## config.mk

```make
export PLATFORM = sky130hd
export DESIGN_NAME = cmpev_top
export DESIGN_NICKNAME = d
export VERILOG_FILES = /design/src/logic/cmpev_pkg.sv /design/src/logic/cmpev_edge_det.sv /design/src/logic/cmpev_sync_latch.sv /design/src/logic/cmpev_top.sv
export VERILOG_INCLUDE_DIRS = /design/src /design/src/logic
export SDC_FILE = /design/constraint.sdc
export NUM_CORES = 1
export LEC_CHECK = 0
export BUFFER_PORTS_ARGS = -buffer_cell sky130_fd_sc_hd__buf_2
export CAP_MARGIN = 0
export CORE_AREA = 3 3 40 42
export DETAILED_ROUTE_END_ITERATION = 16
export DIE_AREA = 0 0 43 45
export PLACE_DENSITY = 0.45
export SYNTH_ARGS = -nofsm -noshare
export SYNTH_HDL_FRONTEND = slang
export SYNTH_SLANG_ARGS = --single-unit
```

## constraint.sdc

```tcl
create_clock -name core_clk -period 1.4 [get_ports core_clk]
set_clock_uncertainty 0.05 [all_clocks]
set_input_delay 0.14 -clock core_clk [delete_from_list [all_inputs] [get_ports core_clk]]
set_output_delay 0.14 -clock core_clk [all_outputs]
set_load 0.01 [all_outputs]
```

## src/logic/cmpev_consts.svh

```systemverilog
`ifndef CMPEV_CONSTS_SVH
`define CMPEV_CONSTS_SVH

// reset values of control and status state
`define CMPEV_RST_SYNC_LATCH 1'h0
`define CMPEV_RST_PREV_LEVEL 1'h0
`define CMPEV_RST_IRQ_FLAG 1'h0
`define CMPEV_RST_TCLK_PREV 1'h0
`define CMPEV_RST_OUT 1'h0

// field positions inside the control struct image
`define CMPEV_BIT_ON 0
`define CMPEV_BIT_INVERT 1
`define CMPEV_BIT_HYS 2
`define CMPEV_BIT_SYNC 3

`endif

```

## src/logic/cmpev_pkg.sv

```systemverilog
package cmpev_pkg;

  // control bits of the first comparator control register
  typedef struct packed {
    logic sync_to_timer_select;
    logic hysteresis_select;
    logic output_invert;
    logic comparator_on;
  } cmpev_ctrl0_s;

  // edge enables of the second comparator control register
  typedef struct packed {
    logic falling_edge_irq_enable;
    logic rising_edge_irq_enable;
  } cmpev_ctrl1_s;

  typedef enum logic [1:0] {
    CMPEV_EDGE_NONE = 2'h0,
    CMPEV_EDGE_RISE = 2'h1,
    CMPEV_EDGE_FALL = 2'h2
  } cmpev_edge_e;

endpackage

```

## src/logic/cmpev_edge_det.sv

```systemverilog
`include "cmpev_consts.svh"

module cmpev_edge_det (
  input wire logic core_clk,
  input wire logic nrst,
  input wire logic level,
  output cmpev_pkg::cmpev_edge_e edge_kind
);

  logic prev_r;
  logic prev_nxt;

  always_comb begin
    prev_nxt = level;
    case ({prev_r, level})
      2'h1: edge_kind = cmpev_pkg::CMPEV_EDGE_RISE;
      2'h2: edge_kind = cmpev_pkg::CMPEV_EDGE_FALL;
      default: edge_kind = cmpev_pkg::CMPEV_EDGE_NONE;
    endcase
  end

  always_ff @(posedge core_clk or negedge nrst) begin
    if (!nrst) begin
      prev_r <= `CMPEV_RST_PREV_LEVEL;
    end else begin
      prev_r <= prev_nxt;
    end
  end

endmodule

```

## src/logic/cmpev_sync_latch.sv

```systemverilog
`include "cmpev_consts.svh"

module cmpev_sync_latch (
  input wire logic core_clk,
  input wire logic nrst,
  input wire logic timer_clk_prescaled,
  input wire logic level,
  output logic latched,
  output logic fall_pulse
);

  logic tclk_prev_r;
  logic tclk_prev_nxt;
  logic latch_r;
  logic latch_nxt;

  always_comb begin
    tclk_prev_nxt = timer_clk_prescaled;
    fall_pulse = tclk_prev_r & ~timer_clk_prescaled;
    latch_nxt = latch_r;
    if (fall_pulse) begin
      latch_nxt = level;
    end
    latched = latch_r;
  end

  always_ff @(posedge core_clk or negedge nrst) begin
    if (!nrst) begin
      tclk_prev_r <= `CMPEV_RST_TCLK_PREV;
      latch_r <= `CMPEV_RST_SYNC_LATCH;
    end else begin
      tclk_prev_r <= tclk_prev_nxt;
      latch_r <= latch_nxt;
    end
  end

endmodule

```

## src/logic/cmpev_top.sv

```systemverilog
// Behaviour
// - raw result low when positive below negative, high when above
// - hysteresis select bit drives the analog hysteresis control
// - comparator level offered to the timer as a gate source
// - sync select latches output on timer clock falling edge
// - latch clocked by prescaled timer clock when prescaler is used
// - timer counts on rising edge, latch updates on falling edge
// - rising and falling edge detectors on the comparator output
// - enabled rising or falling edge sets the interrupt flag
// - flag held until software clears it
// - edge in the clearing cycle wins, flag stays set
// - edges from polarity or on/off toggles still set the flag
`include "cmpev_consts.svh"

module cmpev_top (
  input wire logic core_clk,
  input wire logic nrst,
  input wire logic analog_decision,
  input wire cmpev_pkg::cmpev_ctrl0_s ctrl0,
  input wire cmpev_pkg::cmpev_ctrl1_s ctrl1,
  input wire logic timer_clk_prescaled,
  input wire logic irq_flag_clear,
  output logic hysteresis_enable,
  output logic comparator_out,
  output logic timer_gate_source,
  output logic comparator_irq_flag,
  output logic rise_seen,
  output logic fall_seen
);

  logic forced_level;
  logic polar_level;
  logic latched_level;
  logic chosen_level;
  cmpev_pkg::cmpev_edge_e edge_kind;

  logic hys_r;
  logic hys_nxt;
  logic out_r;
  logic out_nxt;
  logic gate_r;
  logic gate_nxt;
  logic flag_r;
  logic flag_nxt;
  logic rise_r;
  logic rise_nxt;
  logic fall_r;
  logic fall_nxt;
  logic set_evt;

  // analog core gives high when positive input exceeds negative
  always_comb begin
    forced_level = ctrl0.comparator_on & analog_decision;
    polar_level = forced_level ^ ctrl0.output_invert;
  end

  // latch sampled on falling edge of the prescaled timer clock
  cmpev_sync_latch u_sync (
    .core_clk(core_clk),
    .nrst(nrst),
    .timer_clk_prescaled(timer_clk_prescaled),
    .level(polar_level),
    .latched(latched_level),
    .fall_pulse()
  );

  always_comb begin
    chosen_level = ctrl0.sync_to_timer_select ? latched_level : polar_level;
  end

  // detection runs whether or not the comparator is on
  cmpev_edge_det u_edge (
    .core_clk(core_clk),
    .nrst(nrst),
    .level(chosen_level),
    .edge_kind(edge_kind)
  );

  // sticky flag: a set in the clearing cycle wins over the clear
  always_comb begin
    set_evt = ((edge_kind == cmpev_pkg::CMPEV_EDGE_RISE) & ctrl1.rising_edge_irq_enable) |
              ((edge_kind == cmpev_pkg::CMPEV_EDGE_FALL) & ctrl1.falling_edge_irq_enable);
    flag_nxt = flag_r;
    if (irq_flag_clear) begin
      flag_nxt = 1'h0;
    end
    if (set_evt) begin
      flag_nxt = 1'h1;
    end
  end

  always_ff @(posedge core_clk or negedge nrst) begin
    if (!nrst) begin
      flag_r <= `CMPEV_RST_IRQ_FLAG;
    end else begin
      flag_r <= flag_nxt;
    end
  end

  always_comb begin
    hys_nxt = ctrl0.hysteresis_select;
  end

  always_ff @(posedge core_clk or negedge nrst) begin
    if (!nrst) begin
      hys_r <= `CMPEV_RST_OUT;
    end else begin
      hys_r <= hys_nxt;
    end
  end

  // output level and timer gate source carry the same chosen level
  always_comb begin
    out_nxt = chosen_level;
    gate_nxt = chosen_level;
  end

  always_ff @(posedge core_clk or negedge nrst) begin
    if (!nrst) begin
      out_r <= `CMPEV_RST_OUT;
      gate_r <= `CMPEV_RST_OUT;
    end else begin
      out_r <= out_nxt;
      gate_r <= gate_nxt;
    end
  end

  // edge pulses shown regardless of the edge enables
  always_comb begin
    rise_nxt = (edge_kind == cmpev_pkg::CMPEV_EDGE_RISE);
    fall_nxt = (edge_kind == cmpev_pkg::CMPEV_EDGE_FALL);
  end

  always_ff @(posedge core_clk or negedge nrst) begin
    if (!nrst) begin
      rise_r <= `CMPEV_RST_OUT;
      fall_r <= `CMPEV_RST_OUT;
    end else begin
      rise_r <= rise_nxt;
      fall_r <= fall_nxt;
    end
  end

  always_comb begin
    hysteresis_enable = hys_r;
    comparator_out = out_r;
    timer_gate_source = gate_r;
    comparator_irq_flag = flag_r;
    rise_seen = rise_r;
    fall_seen = fall_r;
  end

endmodule

```

## Word-level counts from Yosys, hierarchy flattened

Cells that the tools add are included.

- Register bits: 7
- Output and inout bits: 6
- Word-level logic and storage cells: 23
- Bits of input ports: 11

- Eq/ne operators: 4
- Bitwise gates (word level): 7
- Reductions and logical operators: 1
- Mux-type cells: 4

Operators with widths:

| kind | count |
|---|---|
| AND 1 bit | 4 |
| equality test 2 x 1 -> 1 bit (second input constant) | 2 |
| equality test 2 bit (second input constant) | 2 |
| one-hot mux 2 bit (2 select lines) | 1 |
| 2-to-1 mux 1 bit | 3 |
| nonzero test 2 bit | 1 |
| inverter 1 bit | 1 |
| OR 1 bit | 1 |
| XOR 1 bit | 1 |

## Longest topological paths before layout

- Depth after elaboration: 9
- Depth in mapped cells: 3
- Depth with buffers taken out: 3

## Hierarchy

A second synthesis with hierarchy kept.

- Cells, all modules: 22
- Area, all modules: 322.8 um2

Modules (own cells, without submodules):

| module | area an instance (um2) | sequential area each (um2) | cells an instance | instances |
|---|---|---|---|---|
| cmpev_top | 203.9 | 125.1 | 15 | 1 |
| cmpev_sync_latch | 78.8 | 50.0 | 4 | 1 |
| cmpev_edge_det | 40.0 | 25.0 | 3 | 1 |

## Worst setup path after synthesis

No wires, ideal clock.

- Path kind: register to register
- Start: reg u_sync.latch_r (netlist: u_sync.latched)
- End: reg flag_r (netlist: comparator_irq_flag)
- Data required time: 1,224 ps
- Buffers on the path: 0
- Slack: 177 ps
- Arrival: 1,047 ps
- Clock period less this slack: 1,223 ps
- Setup time: 126 ps
- Stages on the path, launching flop included: 4
- Cell sequence: dfrtp_1 nor2b_2 or3_4 a311o_1

- Cells in the longest elaborated chain, start to end: 7
- Elaborated cells on any way between the ends: 11
- Classes of those cells: eq/ne (4); mux (3); bitwise (3); reduce/logical (1)

Ends and longest elaborated chain:

| what | line | RTL |
|---|---|---|
| from (decl) | cmpev_sync_latch.sv:14 | `logic latch_r;` |
| from (signal assigned) | cmpev_sync_latch.sv:30 | `` latch_r <= `CMPEV_RST_SYNC_LATCH; `` |
| from (signal assigned) | cmpev_sync_latch.sv:33 | `latch_r <= latch_nxt;` |
| 2-to-1 mux 1 bit (*) | cmpev_top.sv:68 | `chosen_level = ctrl0.sync_to_timer_select ? latched_level : polar_level;` |
| equality test 2 bit / equality test 2 x 1 -> 1 bit (equally long branches) | cmpev_edge_det.sv:15 | `case ({prev_r, level})` |
| one-hot mux 2 bit (2 select lines) (*) | cmpev_edge_det.sv:15 |  |
| equality test 2 x 1 -> 1 bit / equality test 2 bit (equally long branches) | cmpev_top.sv:81, cmpev_top.sv:82 |  |
| AND 1 bit (on tied branches) | cmpev_top.sv:81, cmpev_top.sv:82 |  |
| OR 1 bit (*) | cmpev_top.sv:81 | `set_evt = ((edge_kind == cmpev_pkg::CMPEV_EDGE_RISE) & ctrl1.rising_edge_irq_enable) \|` |
| 2-to-1 mux 1 bit / nonzero test 2 bit (equally long branches) | - |  |
| to (signal assigned) | cmpev_top.sv:94 | `` flag_r <= `CMPEV_RST_IRQ_FLAG; `` |
| to (signal assigned) | cmpev_top.sv:96 | `flag_r <= flag_nxt;` |
| to (decl) | cmpev_top.sv:43 | `logic flag_r;` |

Mark *: on every way between the ends. The rest lies on a longest branch, timed or not.
A chain may end at the register's enable or synchronous reset.

## Worst setup path after layout

Ends and elaborated chain as after synthesis.

==> metrics.txt <==
# TYPE chip_impl_metric gauge
chip_impl_metric{name="timing.final.hold_violations",unit=""} 0
chip_impl_metric{name="routed-via-count",unit=""} 245
chip_impl_metric{name="hpwl",unit="µm"} 528.8
chip_impl_info{name="worstSetupEndpointType",value="flop"} 1
chip_impl_metric{name="groute.usage.overall",unit="%"} 7.725
chip_impl_info{name="crit_slowest_cell",value="a311o_1"} 1
chip_impl_metric{name="tritoncts.num_buffers",unit=""} 3
chip_impl_metric{name="synth_nets",unit=""} 35
chip_impl_metric{name="synth-warning-count",unit=""} 0
chip_impl_metric{name="syn_inst",unit=""} 24
chip_impl_metric{name="detailedRoute.firstPassIterationCount",unit=""} 2
chip_impl_metric{name="floorplan.rows",unit=""} 13
chip_impl_metric{name="vdd_drop_max",unit="mV"} 0.4738
chip_impl_metric{name="timing.critical_path.fanout_max",unit=""} 4
chip_impl_metric{name="synth_top_cell_area_share",unit="%"} 59.32
chip_impl_info{name="synthDominantAreaCellType",value="dfrtp_1"} 1
chip_impl_info{name="worstSetupPathType",value="flop to flop"} 1
chip_impl_metric{name="grt_max_degree",unit=""} 8
chip_impl_metric{name="final_min_period_over_clock_period",unit="%"} 90.82
chip_impl_metric{name="drt_iter0_drc",unit=""} 4
chip_impl_metric{name="die_ht",unit="µm"} 45
chip_impl_metric{name="finish.net_count",unit=""} 58
chip_impl_metric{name="placement.io_buffers",unit=""} 16
chip_impl_metric{name="ff2ff_path_depth",unit=""} 3
chip_impl_info{name="crit_startpoint",value="u_sync.latched$_DFFE_PN0P_"} 1
chip_impl_metric{name="fin_ws",unit="ns"} 0.1285
chip_impl_info{name="min_from",value="ctrl1[1]"} 1
chip_impl_metric{name="timing.final.crit_period",unit="ns"} 1.272
chip_impl_metric{name="routed_wl",unit="µm"} 585
chip_impl_metric{name="grt_antenna_before_repair",unit=""} 0
chip_impl_info{name="timing.hold.worst_endpoint",value="comparator_irq_flag$_DFFE_PN0P_"} 1
chip_impl_metric{name="drive_gt1_share",unit="%"} 50.00
chip_impl_info{name="run_status",value="completed"} 1
chip_impl_info{name="timing.hold.worst.class",value="input port to flop"} 1
chip_impl_metric{name="synthDistinctLibCells",unit=""} 16
chip_impl_metric{name="routability_congestion_estimate",unit=""} 0.7627
chip_impl_info{name="worstPathCellList",value="nor2b_2 > or3_4 > a311o_1"} 1
chip_impl_metric{name="vias_per_cell",unit=""} 4.016
chip_impl_metric{name="fmax",unit="MHz"} 786.5
chip_impl_metric{name="drv_slew",unit=""} 0
chip_impl_info{name="worst_r2r_startpoint",value="u_sync.latched$_DFFE_PN0P_"} 1
chip_impl_metric{name="route.detailed.wl_per_inst",unit="µm"} 9.590
chip_impl_metric{name="drc_errors",unit=""} 0
chip_impl_info{name="reg2reg_to",value="comparator_irq_flag$_DFFE_PN0P_"} 1
chip_impl_info{name="setup.worst_path.start_class",value="flop"} 1
chip_impl_metric{name="grt-ovfl-total",unit=""} 0
chip_impl_metric{name="cts_max_path_buffers",unit=""} 2
chip_impl_metric{name="total_leakage_power",unit="nW"} 0.2204
chip_impl_metric{name="cts_htree_levels",unit=""} 1
chip_impl_metric{name="max_slew_margin",unit="%"} 80.46
chip_impl_metric{name="tritoncts_num_sinks",unit=""} 7
chip_impl_metric{name="synth.ff_latch_count",unit=""} 7
chip_impl_metric{name="cts_repair_resize_count",unit=""} 0
chip_impl_metric{name="diodes",unit=""} 0
chip_impl_metric{name="initial_core_utilization",unit="%"} 22.98
chip_impl_metric{name="timing.max_cap.violations",unit=""} 0
chip_impl_info{name="yosys-top-cells-area",value="dfrtp_1 (59%), and4b_4 (4.7%), nand2b_1 (4.2%)"} 1
chip_impl_metric{name="tightest_pin_transition",unit="ns"} 0.2913
chip_impl_metric{name="core_area",unit="µm²"} 1285
chip_impl_metric{name="cp.required",unit="ns"} 1.47
chip_impl_metric{name="ioPinCount",unit=""} 17
chip_impl_info{name="cts-root-buf",value="clkbuf_4"} 1
chip_impl_metric{name="power_per_cell_area",unit="nW/µm²"} 1157
chip_impl_metric{name="crit_path_max_incr_delay",unit="ns"} 0.36
chip_impl_metric{name="first_global_vias",unit=""} 250
chip_impl_metric{name="fp.dieArea",unit="µm²"} 1935
chip_impl_metric{name="finalSetupTns",unit="ns"} 0
chip_impl_metric{name="netlist_area",unit="µm²"} 295.3
chip_impl_metric{name="die_w",unit="µm"} 43
chip_impl_info{name="cts_tree",value="yes"} 1
chip_impl_metric{name="clock_transition_at_the_registers_of_the_reported_paths",unit="ns"} 0.05
chip_impl_info{name="grt_setup_unrepaired",value="no"} 1
chip_impl_metric{name="flow.area_growth_from_synthesis",unit="%"} 50.00
chip_impl_metric{name="avgSynthCellArea",unit="µm²"} 12.30
chip_impl_metric{name="whs_path_depth",unit=""} 2
chip_impl_metric{name="pre_cts_ws",unit="ns"} 0.01077
chip_impl_metric{name="post_route_antenna_net_violation_count",unit=""} 0
chip_impl_metric{name="synth_sequential_area_ratio",unit="%"} 59.32
chip_impl_metric{name="arrival",unit="ns"} 1.35
chip_impl_metric{name="clock_latency_reported_for_the_late_side_of_the_worst_skew_pair",unit="ns"} 0.24
chip_impl_metric{name="worst-r2r-setup-slack",unit="ns"} 0.13
chip_impl_metric{name="grt_pass1_wl",unit="µm"} 1014
chip_impl_metric{name="setup_viol",unit=""} 0
-- through the flow --
step | cells | hold slack [ns] | total power [W] | area [µm²] | util (%)
floorplan | 24 | -0.2056 | 0.0002944 | 295.3 | -
global placement | 54 | -0.07456 | 0.0003353 | 386.6 | 30.09
detailed placement | 54 | -0.06803 | 0.0003407 | 386.6 | 30.09
CTS | 61 | 0.1044 | 0.0005328 | 442.9 | 34.47
global route | 61 | 0.1159 | 0.0005532 | 442.9 | 34.47
finish | 61 | 0.1131 | 0.0005126 | 442.9 | 34.47
-- layout make-up --
type / count / area, µm²
fillers: 138 / 842.1
clock buffers: 4 / 26.28
inverters: 1 / 3.754
well taps: 15 / 18.77
flip-flops and latches: 7 / 175.2
multi-input cells: 15 / 108.9
repair buffers: 19 / 110.1
-- synthesized netlist by cell type --
master and count:
o21ai_0 1, a211oi_1 1, nor2b_1 1, and2_2 1, inv_1 1, and4b_4 1
buf_4 1, nand2_1 2, nor4_1 1, or3_4 1, nand2b_1 2, dfrtp_1 7
xor2_1 1, a311o_1 1, nor2_1 1, nor2b_2 1
-- state kept, by name (all words and copies together), names as in the netlist --
name / count
hysteresis_enable: 1
u_edge.prev_r: 1
fall_seen: 1
u_sync.tclk_prev_r: 1
u_sync.latched: 1
rise_seen: 1
comparator_irq_flag: 1
-- cells in the final DEF, fill, tap and decap left out, drive strengths merged, types with 2 or more instances in the layout --
| cell type | instances |
|---|---|
| buf | 16 |
| dfrtp | 7 |
| clkbuf | 4 |
| dlygate4sd3 | 3 |
| nand2b | 2 |
| nand2 | 2 |
| nor2b | 2 |
-- worst max path at each step --
| stage | to | depth (start not counted) |
|---|---|---|
| after detailed placement | comparator_irq_flag$_DFFE_PN0P_ | 4 |
| after global placement | comparator_irq_flag$_DFFE_PN0P_ | 4 |
| after floorplan | comparator_irq_flag$_DFFE_PN0P_ | 3 |
| after CTS | comparator_irq_flag$_DFFE_PN0P_ | 3 |
| final | comparator_irq_flag$_DFFE_PN0P_ | 3 |
| after global routing | comparator_irq_flag$_DFFE_PN0P_ | 3 |
-- per-layer routing --
metal / vias to the layer above / GRT usage [%] / part of all wire [%]
met4: 0 / 7.229 / 0
met5: - / 0 / 0
met2: 7 / 12.28 / 58
met3: 0 / 3.984 / 9.4
li1: 125 / - / -
met1: 113 / 7.160 / 32
-- what timing repair did --
action | CTS | global route
hold buffers | 3 | 0
hold endpoints to repair | 9 | 0
setup buffers | 0 | 0
-- report_power, final --
group / switching [W] / internal, W
combinational: 0.0000463 / 0.0000546
clock: 0.0000657 / 0.000108
sequential: 0.0000111 / 0.000227
-- critical path, delay by kind of cell, from the launching register on --
| family | cells | cell delay [ns] |
|---|---|---|
| flip-flops | 1 | 0.35 |
| AND/OR/NAND/NOR | 2 | 0.40 |
| AO/OA/AOI/OAI | 1 | 0.36 |
-- logic make-up (layout without fill, tap and decap cells) --
logic type	Yosys count	after routing	share of synthesized area, %
xor gates and xnor gates	1	1	2.967
and+or+nand+nor	11	11	26.27
DFF	7	7	59.32
buffers and inverters	2	24	3.813
AOI/OAI and AO/OA	3	3	7.627
Power figures use the tool's default switching activity.
